### src/logic/branch_control_map.vh
`ifndef BRANCH_CONTROL_MAP_VH
`define BRANCH_CONTROL_MAP_VH

// Opcode low-nibble codes
`define BCD_LO_CALL 4'h1
`define BCD_LO_BTEST 4'h3
`define BCD_LO_JUMP 4'h9
`define BCD_LO_BITOP 4'hb
// Relative branch condition field, opcode bits 2:1
`define BCD_COND_Z_CLR 2'h0
`define BCD_COND_C_CLR 2'h1
`define BCD_COND_Z_SET 2'h2
`define BCD_COND_C_SET 2'h3
// Whole-byte control opcodes (values arbitrary)
`define BCD_OP_NOP 8'h04
`define BCD_OP_RET 8'hcd
`define BCD_OP_RETURN_FROM_INTERRUPT 8'h4d
`define BCD_OP_STOP 8'h6d
`define BCD_OP_WAIT 8'hed
// Cycles per instruction
`define BCD_CYC_REL 3'h2
`define BCD_CYC_CTRL 3'h2
`define BCD_CYC_BTEST 3'h5
`define BCD_CYC_BITOP 3'h4
`define BCD_CYC_JUMP 3'h4
`define BCD_CYC_OTHER 3'h2
// Instruction-phase indices
`define BCD_K_OP 3'h1
`define BCD_K_B1 3'h2
`define BCD_K_B2 3'h3

`endif

### src/logic/branch_control_decode.v
`timescale 1ns/10ps
`include "branch_control_map.vh"

// Summary of operation
// - Short branches test carry set, carry clear, zero set or zero clear in 1 byte, 2 cycles.
// - The short branch displacement is 5-bit signed, reaching -15 to +16 from its address.
// - Bit-test branches are 3 bytes, 5 cycles, on bit clear or set, span -126 to +129.
// - Every bit-test branch copies the tested bit into carry and leaves zero alone.
// - Bit set and clear change one data byte bit in 2 bytes and 4 cycles, flags kept.
// - No-op, return, interrupt return, stop and wait take 1 byte and 2 cycles.
// - With the watchdog selected, stop is replaced by a wait.
// - Jump and call take a 12-bit target in 2 bytes and 4 cycles; call saves the return.
// - A clear opcode bit 0 selects a short branch; otherwise the low nibble selects the instruction and the high nibble carries operands, bar whole-byte opcodes.
// - Short branch opcodes hold condition, direction and span; untaken falls through.
module branch_control_decode (
  input wire i_sys_clk,
  input wire i_srst,
  output wire [11:0] o_pm_addr,
  input wire [7:0] i_pm_data,
  output wire [7:0] o_dm_addr,
  output wire [7:0] o_dm_wdata,
  output wire o_dm_we,
  input wire [7:0] i_dm_rdata,
  output wire o_stack_push,
  output wire [11:0] o_stack_data,
  output wire o_stack_pop,
  input wire [11:0] i_stack_data,
  input wire i_saved_z,
  input wire i_saved_c,
  input wire i_alu_flag_we,
  input wire i_alu_z,
  input wire i_alu_c,
  output wire o_flag_z,
  output wire o_flag_c,
  input wire i_wdg_sel,
  input wire i_wake,
  output wire o_stop_req,
  output wire o_wait_req,
  output wire o_other_op,
  output wire [7:0] o_other_code,
  output wire o_instr_done
);
  localparam [1:0] ST_RUN = 2'b01;
  localparam [1:0] ST_HALT = 2'b10;

  reg [1:0] state_r;
  reg [2:0] k_r;
  reg [11:0] pc_r;
  reg [11:0] fa_r;
  reg [7:0] op_r;
  reg [7:0] b1_r;
  reg [7:0] ee_r;
  reg bit_r;
  reg z_r;
  reg c_r;
  reg [7:0] dm_addr_r;
  reg [7:0] dm_wdata_r;
  reg dm_we_r;
  reg push_r;
  reg [11:0] sdata_r;
  reg stop_r;
  reg wait_r;
  reg other_r;
  reg [7:0] other_code_r;
  reg done_r;
  reg [11:0] npc;

  wire [7:0] op_cur = (k_r == `BCD_K_OP) ? i_pm_data : op_r;
  wire is_rel, is_btest, is_bitop, is_jump, is_call;
  wire is_ret, is_return_from_interrupt, is_stop, is_wait, is_other;
  wire [2:0] last_k;
  wire [2:0] bit_idx;

  branch_ctl_opdec u_dec (
    .i_op(op_cur),
    .o_is_rel(is_rel),
    .o_is_btest(is_btest),
    .o_is_bitop(is_bitop),
    .o_is_jump(is_jump),
    .o_is_call(is_call),
    .o_is_ret(is_ret),
    .o_is_return_from_interrupt(is_return_from_interrupt),
    .o_is_stop(is_stop),
    .o_is_wait(is_wait),
    .o_is_other(is_other),
    .o_last_k(last_k),
    .o_bit_idx(bit_idx)
  );

  wire run = (state_r == ST_RUN);
  wire fin = run && (k_r != 3'h0) && (k_r == last_k);
  wire set_form = op_cur[4];
  wire dm_bit = i_dm_rdata[bit_idx];

  // Condition of a short branch
  reg cond_ok;
  always @* begin
    case (op_cur[2:1])
      `BCD_COND_Z_CLR: cond_ok = ~z_r;
      `BCD_COND_C_CLR: cond_ok = ~c_r;
      `BCD_COND_Z_SET: cond_ok = z_r;
      `BCD_COND_C_SET: cond_ok = c_r;
      default: cond_ok = 1'b0;
    endcase
  end

  // Direction bit and span form one signed 5-bit step
  wire [11:0] rel_disp = {{8{op_cur[7]}}, op_cur[6:3]};
  wire [11:0] bt_disp = {{4{ee_r[7]}}, ee_r};

  // Next program counter on completion
  always @* begin
    npc = pc_r + 12'h001;
    if (is_rel) begin
      if (cond_ok) begin
        npc = pc_r + 12'h001 + rel_disp;
      end else begin
        npc = pc_r + 12'h001;
      end
    end else if (is_btest) begin
      if (bit_r == set_form) begin
        npc = pc_r + 12'h002 + bt_disp;
      end else begin
        npc = pc_r + 12'h003;
      end
    end else if (is_bitop) begin
      npc = pc_r + 12'h002;
    end else if (is_jump || is_call) begin
      npc = {op_cur[7:4], b1_r};
    end else if (is_ret || is_return_from_interrupt) begin
      npc = i_stack_data;
    end
  end

  always @(posedge i_sys_clk) begin
    if (i_srst) begin
      state_r <= ST_RUN;
      k_r <= 3'h0;
      pc_r <= 12'h000;
      fa_r <= 12'h000;
      op_r <= 8'h00;
      b1_r <= 8'h00;
      ee_r <= 8'h00;
      bit_r <= 1'b0;
      z_r <= 1'b0;
      c_r <= 1'b0;
      dm_addr_r <= 8'h00;
      dm_wdata_r <= 8'h00;
      dm_we_r <= 1'b0;
      push_r <= 1'b0;
      sdata_r <= 12'h000;
      stop_r <= 1'b0;
      wait_r <= 1'b0;
      other_r <= 1'b0;
      other_code_r <= 8'h00;
      done_r <= 1'b0;
    end else begin
      dm_we_r <= 1'b0;
      push_r <= 1'b0;
      other_r <= 1'b0;
      done_r <= fin;
      if (i_alu_flag_we) begin
        z_r <= i_alu_z;
        c_r <= i_alu_c;
      end
      case (state_r)
        ST_RUN: begin
          if (k_r == `BCD_K_OP) begin
            op_r <= i_pm_data;
          end
          if (k_r == `BCD_K_B1) begin
            b1_r <= i_pm_data;
            dm_addr_r <= i_pm_data;
          end
          if (k_r == `BCD_K_B2) begin
            ee_r <= i_pm_data;
            if (is_btest) begin
              bit_r <= dm_bit;
              c_r <= dm_bit;
            end
            if (is_bitop) begin
              dm_we_r <= 1'b1;
              dm_wdata_r <= set_form ? (i_dm_rdata | (8'h01 << bit_idx))
                                     : (i_dm_rdata & ~(8'h01 << bit_idx));
            end
          end
          if (fin) begin
            k_r <= 3'h0;
            pc_r <= npc;
            fa_r <= npc;
            if (is_return_from_interrupt) begin
              z_r <= i_saved_z;
              c_r <= i_saved_c;
            end
            if (is_call) begin
              push_r <= 1'b1;
              sdata_r <= pc_r + 12'h002;
            end
            if (is_other) begin
              other_r <= 1'b1;
              other_code_r <= op_cur;
            end
            if (is_stop && !i_wdg_sel) begin
              stop_r <= 1'b1;
              state_r <= ST_HALT;
            end
            if (is_wait || (is_stop && i_wdg_sel)) begin
              wait_r <= 1'b1;
              state_r <= ST_HALT;
            end
          end else begin
            k_r <= k_r + 3'h1;
            if (k_r < `BCD_K_B1) begin
              fa_r <= fa_r + 12'h001;
            end
          end
        end
        ST_HALT: begin
          if (i_wake) begin
            stop_r <= 1'b0;
            wait_r <= 1'b0;
            state_r <= ST_RUN;
          end
        end
        default: begin
          state_r <= ST_RUN;
          k_r <= 3'h0;
        end
      endcase
    end
  end

  assign o_pm_addr = fa_r;
  assign o_dm_addr = dm_addr_r;
  assign o_dm_wdata = dm_wdata_r;
  assign o_dm_we = dm_we_r;
  assign o_stack_push = push_r;
  assign o_stack_data = sdata_r;
  assign o_stack_pop = fin && (is_ret || is_return_from_interrupt);
  assign o_flag_z = z_r;
  assign o_flag_c = c_r;
  assign o_stop_req = stop_r;
  assign o_wait_req = wait_r;
  assign o_other_op = other_r;
  assign o_other_code = other_code_r;
  assign o_instr_done = done_r;
endmodule

### src/logic/branch_ctl_opdec.v
`timescale 1ns/10ps
`include "branch_control_map.vh"

// Pure opcode classifier
module branch_ctl_opdec (
  input wire [7:0] i_op,
  output reg o_is_rel,
  output reg o_is_btest,
  output reg o_is_bitop,
  output reg o_is_jump,
  output reg o_is_call,
  output reg o_is_ret,
  output reg o_is_return_from_interrupt,
  output reg o_is_stop,
  output reg o_is_wait,
  output reg o_is_other,
  output reg [2:0] o_last_k,
  output wire [2:0] o_bit_idx
);
  // Bit index sits bit-reversed in opcode bits 7:5
  assign o_bit_idx = {i_op[5], i_op[6], i_op[7]};

  always @* begin
    o_is_rel = 1'b0;
    o_is_btest = 1'b0;
    o_is_bitop = 1'b0;
    o_is_jump = 1'b0;
    o_is_call = 1'b0;
    o_is_ret = 1'b0;
    o_is_return_from_interrupt = 1'b0;
    o_is_stop = 1'b0;
    o_is_wait = 1'b0;
    o_is_other = 1'b0;
    o_last_k = `BCD_CYC_OTHER - 3'h1;
    if (i_op == `BCD_OP_RET) begin
      o_is_ret = 1'b1;
      o_last_k = `BCD_CYC_CTRL - 3'h1;
    end else if (i_op == `BCD_OP_RETURN_FROM_INTERRUPT) begin
      o_is_return_from_interrupt = 1'b1;
      o_last_k = `BCD_CYC_CTRL - 3'h1;
    end else if (i_op == `BCD_OP_STOP) begin
      o_is_stop = 1'b1;
      o_last_k = `BCD_CYC_CTRL - 3'h1;
    end else if (i_op == `BCD_OP_WAIT) begin
      o_is_wait = 1'b1;
      o_last_k = `BCD_CYC_CTRL - 3'h1;
    end else if (i_op[0] == 1'b0) begin
      // Zero-span zero-set branch doubles as the no-op
      o_is_rel = 1'b1;
      o_last_k = `BCD_CYC_REL - 3'h1;
    end else if (i_op[3:0] == `BCD_LO_BTEST) begin
      o_is_btest = 1'b1;
      o_last_k = `BCD_CYC_BTEST - 3'h1;
    end else if (i_op[3:0] == `BCD_LO_CALL) begin
      o_is_call = 1'b1;
      o_last_k = `BCD_CYC_JUMP - 3'h1;
    end else if (i_op[3:0] == `BCD_LO_JUMP) begin
      o_is_jump = 1'b1;
      o_last_k = `BCD_CYC_JUMP - 3'h1;
    end else if (i_op[3:0] == `BCD_LO_BITOP) begin
      o_is_bitop = 1'b1;
      o_last_k = `BCD_CYC_BITOP - 3'h1;
    end else begin
      o_is_other = 1'b1;
    end
  end
endmodule

### config.mk
export PLATFORM = sky130hd
export DESIGN_NAME = branch_control_decode
export DESIGN_NICKNAME = d
export VERILOG_FILES = /design/src/logic/branch_control_decode.v /design/src/logic/branch_ctl_opdec.v
export VERILOG_INCLUDE_DIRS = /design/src /design/src/logic
export SDC_FILE = /design/constraint.sdc
export NUM_CORES = 1
export LEC_CHECK = 0
export ABC_CLOCK_PERIOD_IN_PS = 10500
export BUFFER_PORTS_ARGS = -buffer_cell sky130_fd_sc_hd__buf_2
export CAP_MARGIN = 20
export CORE_MARGIN = 1.5
export CORE_UTILIZATION = 64
export CTS_BUF_LIST = sky130_fd_sc_hd__clkbuf_8
export CTS_CLUSTER_SIZE = 10
export DETAILED_ROUTE_END_ITERATION = 7
export HOLD_SLACK_MARGIN = 0.1
export PLACE_DENSITY = 0.93
export SETUP_SLACK_MARGIN = 0.5
export SLEW_MARGIN = 20
export SYNTH_ARGS = -nofsm -noshare
export SYNTH_HDL_FRONTEND = slang
export SYNTH_SLANG_ARGS = --single-unit
### constraint.sdc
create_clock -name i_sys_clk -period 10.5 [get_ports i_sys_clk]
set_clock_uncertainty 0.2 [all_clocks]
set_input_delay 0.525 -clock i_sys_clk [delete_from_list [all_inputs] [get_ports i_sys_clk]]
set_output_delay 0.525 -clock i_sys_clk [all_outputs]
set_load 0.02 [all_outputs]
# After elaboration in Yosys (flattened, before gate mapping)
# Index checks and enable logic that the tools add are counted.
# classes
bitwise,8
reduce_logical,26
mux,104
eq_ne,23
addsub,7
n_lt_le_gt_ge,2
shifts,1
# ops
cell,count
12-bit two-way mux,9
1-bit two-way mux,73
3-bit two-way mux,9
"12-bit by 1-bit adder with 12-bit output, second input constant",2
12-bit adder,2
"12-bit by 2-bit adder with 12-bit output, second input constant",2
"8-bit by 7-bit equality test with 1-bit output, second input constant",2
"8-bit equality test, second input constant",2
8-bit two-way mux,2
3-bit AND reduction,5
2-bit two-way mux,5
8-bit bitwise AND,1
"4-bit equality test, second input constant",2
8-bit inverter,1
8-bit OR,1
2-bit AND reduction,4
4-bit AND reduction,2
"1-bit by 3-bit << shifter with 8-bit output, first input constant",1
"2-bit equality test, second input constant",3
"3-bit by 2-bit equality test with 1-bit output, second input constant",2
"2-bit by 1-bit inequality test with 1-bit output, second input constant",3
3-bit one-hot mux with 2 select lines,1
3-bit OR reduction,2
1-bit logical AND,5
21 further kinds,30
# word_totals
in_bits,37
reg_bits,90
elab_cells,190
out_inout_bits,57

# Logic depth before layout (Yosys ltp)
# logic_depth
depth_word,17
mapped_depth,17
mapped_depth_nobuf,15

# Cells and area by module
# Synthesis repeated with hierarchy kept, for this count alone.
# hier_totals
hier_cells,836
area_unflattened_um2,6555.0
# by_module_without_submodules
mod,seq_area_each_um2,cells_per_inst,instances,area_per_inst_um2
branch_control_decode,1801.7,813,1,6391.1
branch_ctl_opdec,0.0,23,1,163.9

# Least setup slack after synthesis
# Ideal clock, no wire load.
# synth_path
path_type,register to register
startpoint,register k_r[1]
endpoint,"register fa_r[8], in the netlist o_pm_addr[8]"
arrival_time_ps,3535
synth_period_minus_slack_ps,3821
setup_time_ps,86
path_slack_ps,6679
stages_incl_launch_ff,17
n_path_buf,3
required_time_ps,10214
cell_sequence,dfxtp_1 > inv_1 > ha_1 > nand2b_2 > buf_6 > buf_2 > mux2_2 > clkbuf_1 > fa_1 > a211oi_1 > o21ai_0 > a31oi_1 > xnor2_1 > mux2i_1 > a22oi_1 > nand4_1 > a211oi_1
# synth_between
elab_cells_between_ends,81
classes_between,add/sub: 1; order compare: 1; eq/ne: 14; mux: 57; reduce/logical: 8
# synth_lines
item,line_no,rtl
start: declaration,branch_control_decode.v:47,reg [2:0] k_r;
start signal: assignment,branch_control_decode.v:212,k_r <= k_r + 3'h1;
3-bit by 1-bit equality test with 1-bit output (no line) *,-,
8-bit two-way mux *,-,
net op_cur[4],branch_control_decode.v:68,wire [7:0] op_cur = (k_r == `BCD_K_OP) ? i_pm_data : op_r;
8-bit equality test (no line),-,
1-bit two-way mux,branch_ctl_opdec.v:44,end else if (i_op == `BCD_OP_WAIT) begin
1-bit two-way mux,branch_ctl_opdec.v:41,end else if (i_op == `BCD_OP_STOP) begin
1-bit two-way mux,branch_ctl_opdec.v:38,end else if (i_op == `BCD_OP_RETURN_FROM_INTERRUPT) begin
1-bit two-way mux,branch_ctl_opdec.v:35,if (i_op == `BCD_OP_RET) begin
1-bit logical OR,branch_control_decode.v:128,end else if (is_jump || is_call) begin
12-bit two-way mux,branch_control_decode.v:128,
12-bit two-way mux,branch_control_decode.v:126,end else if (is_bitop) begin
12-bit two-way mux,branch_control_decode.v:120,end else if (is_btest) begin
12-bit two-way mux,branch_control_decode.v:114,if (is_rel) begin
12-bit two-way mux,branch_control_decode.v:187,if (fin) begin
end signal: assignment,branch_control_decode.v:190,fa_r <= npc;
end signal: assignment,branch_control_decode.v:214,fa_r <= fa_r + 12'h001;
end: declaration,branch_control_decode.v:49,reg [11:0] fa_r;
# Mark *: on every way through the listed nets, which the timed path passes. The rest lies on a longest branch.
# A chain may end at the register's enable or synchronous reset.

# Final worst setup path
# layout_path
startpoint,register k_r[1]
endpoint,output o_stack_pop
# layout_between
elab_chain_len,15
elab_cells_between_ends,28
classes_between,eq/ne: 10; mux: 13; reduce/logical: 5
# layout_rtl
item,line_no,rtl
3-bit by 1-bit equality test with 1-bit output (no line),-,
8-bit two-way mux,-,
4-bit equality test (no line),-,
2-bit two-way mux,branch_ctl_opdec.v:60,end else if (i_op[3:0] == `BCD_LO_BITOP) begin
3-bit two-way mux,branch_ctl_opdec.v:57,end else if (i_op[3:0] == `BCD_LO_JUMP) begin
3-bit two-way mux,branch_ctl_opdec.v:54,end else if (i_op[3:0] == `BCD_LO_CALL) begin
3-bit two-way mux,branch_ctl_opdec.v:51,end else if (i_op[3:0] == `BCD_LO_BTEST) begin
3-bit two-way mux,branch_ctl_opdec.v:47,end else if (i_op[0] == 1'b0) begin
3-bit two-way mux,branch_ctl_opdec.v:44,
3-bit two-way mux,branch_ctl_opdec.v:41,
3-bit two-way mux,branch_ctl_opdec.v:38,
3-bit two-way mux,branch_ctl_opdec.v:35,
3-bit equality test,branch_control_decode.v:91,wire fin = run && (k_r != 3'h0) && (k_r == last_k);
1-bit logical AND,branch_control_decode.v:91,
1-bit logical AND *,branch_control_decode.v:239,assign o_stack_pop = fin && (is_ret || is_return_from_interrupt);
end: declaration,branch_control_decode.v:26,"output wire o_stack_pop,"
# Mark *: on every way between the ends. The rest lies on a longest branch, timed or not.

==> metrics.txt <==
status completed; register area share after synthesis 28.54%; initial antenna violation count 0; post-synthesis cell type count 69; number of post-CTS setup repair buffers 0; Cell Chain, Critical Path inv_1 -> ha_1 -> nand2b_2 -> mux2i_1 -> inv_2 -> or4_1 -> nor2_1 -> buf_2; Avg Inst Size Synth 7.764 um2; DIE WIDTH 102.3 um; Critical Path RT 9780 ps; Power Density 167.0 mW/mm2; Fmax 199.6 MHz; maximum vdd drop 0.1241 mV; nature of the critical path startpoint flop; first-pass GRT wire length 30710 um; drt wl/cell 19.28 um; Levels on crit path 8; FFs w/ async S/R, synth 0%; synth warn 0; EDFF count, synth 0; Max-slew headroom 32.29%; Placement Rows 36; number of global-route vias before repair 5893; Worst EP arrival 4290 ps; final std cells w/o fill 1013; Slowest Stage Delay on Critical Path 950 ps; final WL 19530 um; Syn Std Cell Area 0.006312 mm2; DR iter-0 viols 1019; # Max-Cap Violations 0; most frequent cells in the layout nor2_1, buf_2, dfxtp_1; Critical path buffers and inverters 3; GPL Wtd Cong 1.051; via/cell ratio 6.620; largest net degree at the start of global routing 77; Reg2Reg Depth 14; Hold-fix buffers, CTS 0; Mapped Cells 813; initial core utilization 65.18%; Hold Path Class in2reg; fin crit share 47.72%; FF/Latch Area 0.001802 mm2; gr usage total 38.52%; Syn Nets 884; later-pin clock latency in the skew report 380 ps; Max Root-Sink Buffers 2; Most Crowded Layer GR met2; met2 usage 54.92%; CTS sink cnt 90; RSZ-0062 raised after global routing false; Max Slew Vio Count 0; total gr overflow 0; CTS tree yes; DR DRC count 0; worst-path fanout max 20; post_cts resized 0; clk slew on worst S/H paths 100 ps; met1 usage 52.94%; Setup CP Type reg2out; layout cell share with drive strength beyond 1 15.45%; I/O pin count 94; area grow syn2layout 10.60%; Final Hold Fails 0; Final ANT Viol Nets 0; die area 0.01047 mm2; synthesized flop and latch total 90; Slowest-stage cell, CP or4_1; CTS Buf Count 9; P_leak 0.003142 uW; commonest non-fill, non-tap cell in the layout nor2_1; endpoints failing setup 0; Multi-input gate area 0.004205 mm2; placed cell count 997; TNS Setup 0 ps; Initial DRT Pass Iterations 6; Top delay family on crit path simple AND/OR/NAND/NOR gates; Antenna Cells 0; Root Buffer clkbuf_8; Fillers 752; Final Critical Period 5010 ps; Synth Flop Type dfxtp_1; Die Height 102.3 um; pre-CTS WS 5798 ps; setup ws final 5490 ps; vias 6706; met3 Use GR 9.850%; port bufs 93; Worst Setup End Kind primary output; slew of the pin with the lowest slew margin 987.4 ps; Core Area 0.009684 mm2; Layout Utilization 72.09%; htree depth 3; Fin Hold WS 227.4 ps; hold depth 3; number of nets in the layout 946; DP HPWL 14120 um
tightest hold or removal path, stage by stage:
cell and delay (ps):
buf_2 100, nor2_1 90, a211oi_1 50
synthesized netlist by cell type (4+ instances only):
cell       number  share of area, %
nand2b_1        9              0.89
nand2_1        79               4.7
xor2_1         25               3.5
a21o_1         10               1.2
and3_1          7              0.69
dfxtp_1        90                29
o2111ai_1       4              0.55
ha_1           32               6.3
or3_1           5              0.50
nor3_1         28               2.2
o21a_1          5              0.59
o21ai_1        13               1.0
mux2i_1        43               6.8
nor4_1          8              0.79
nor2_1        115               6.8
inv_1          20               1.2
a211oi_1       22               2.6
buf_2           9              0.71
a31oi_1        12               1.2
nand4_1         6              0.59
clkbuf_1       33               2.0
o211ai_1       11               1.3
nand3_1        22               1.7
o31ai_1         4              0.48
o21ai_0        30               2.4
mux2_2          5              0.89
o22ai_1         4              0.40
a21oi_1        62               4.9
xnor2_1        30               4.2
registers in the layout, indices dropped and copies added (netlist names), 2 cells and up:
signal        cells
k_r               3
ee_r              8
o_dm_addr         8
o_pm_addr        12
o_dm_wdata        8
o_stack_data     12
pc_r             12
state_r           2
o_other_code      8
op_r              8
path summary, 6_finish.rpt:
check        startpoint     endpoint  slack [ps]
min reg2reg     ee_r[4]      ee_r[4]         270
max              k_r[1]  o_stack_pop        5490
max reg2reg      k_r[1]     pc_r[11]        5570
min           i_saved_z     o_flag_z         230
cell type report:
| cell class | count | share of cell area (%) |
|---|---|---|
| clock buffer | 9 | 1.774 |
| clock inverter | 7 | 1.093 |
| inverter | 24 | 1.290 |
| multi-input combinational | 650 | 60.23 |
| sequential | 90 | 25.81 |
| tap | 133 | 2.384 |
| timing repair buffer | 100 | 7.419 |
kinds of logic (layout without fill, tap and decap cells):
logic type,count (synthesis),in the layout,synth area share (%)
buffers and inverters,73,140,4.935
adder cells (fa/ha/maj),34,34,6.977
flip-flops,90,90,28.54
AND/OR/NAND/NOR,297,297,21.49
multiplexers,49,49,7.889
AO/OA/AOI/OAI,214,214,22.28
XOR/XNOR,56,56,7.889
routing by layer:
metal / vias up / routed length (um)
met5: - / 0
met4: 0 / 1122
met3: 137 / 2618
met2: 523 / 8023
met1: 2998 / 7762
li1: 3048 / -
per-stage QoR:
| step | total power (uW) | area (um2) |
|---|---|---|
| 2_1_floorplan | 767.5 | 6312 |
| 3_3_place_gp | 889.5 | 6779 |
| 3_5_place_dp | 898.3 | 6779 |
| 4_1_cts | 1140 | 6979 |
| 5_1_grt | 1222 | 6982 |
| 6_report | 1166 | 6982 |
power breakdown:
group / leakage, uW / internal [uW] / switching (uW) / total (uW)
clock: 0.000103 / 94.7 / 148 / 243
combinational: 0.00231 / 178 / 321 / 498
sequential: 0.000730 / 372 / 52.2 / 425
(Power assumes the default switching activity.)
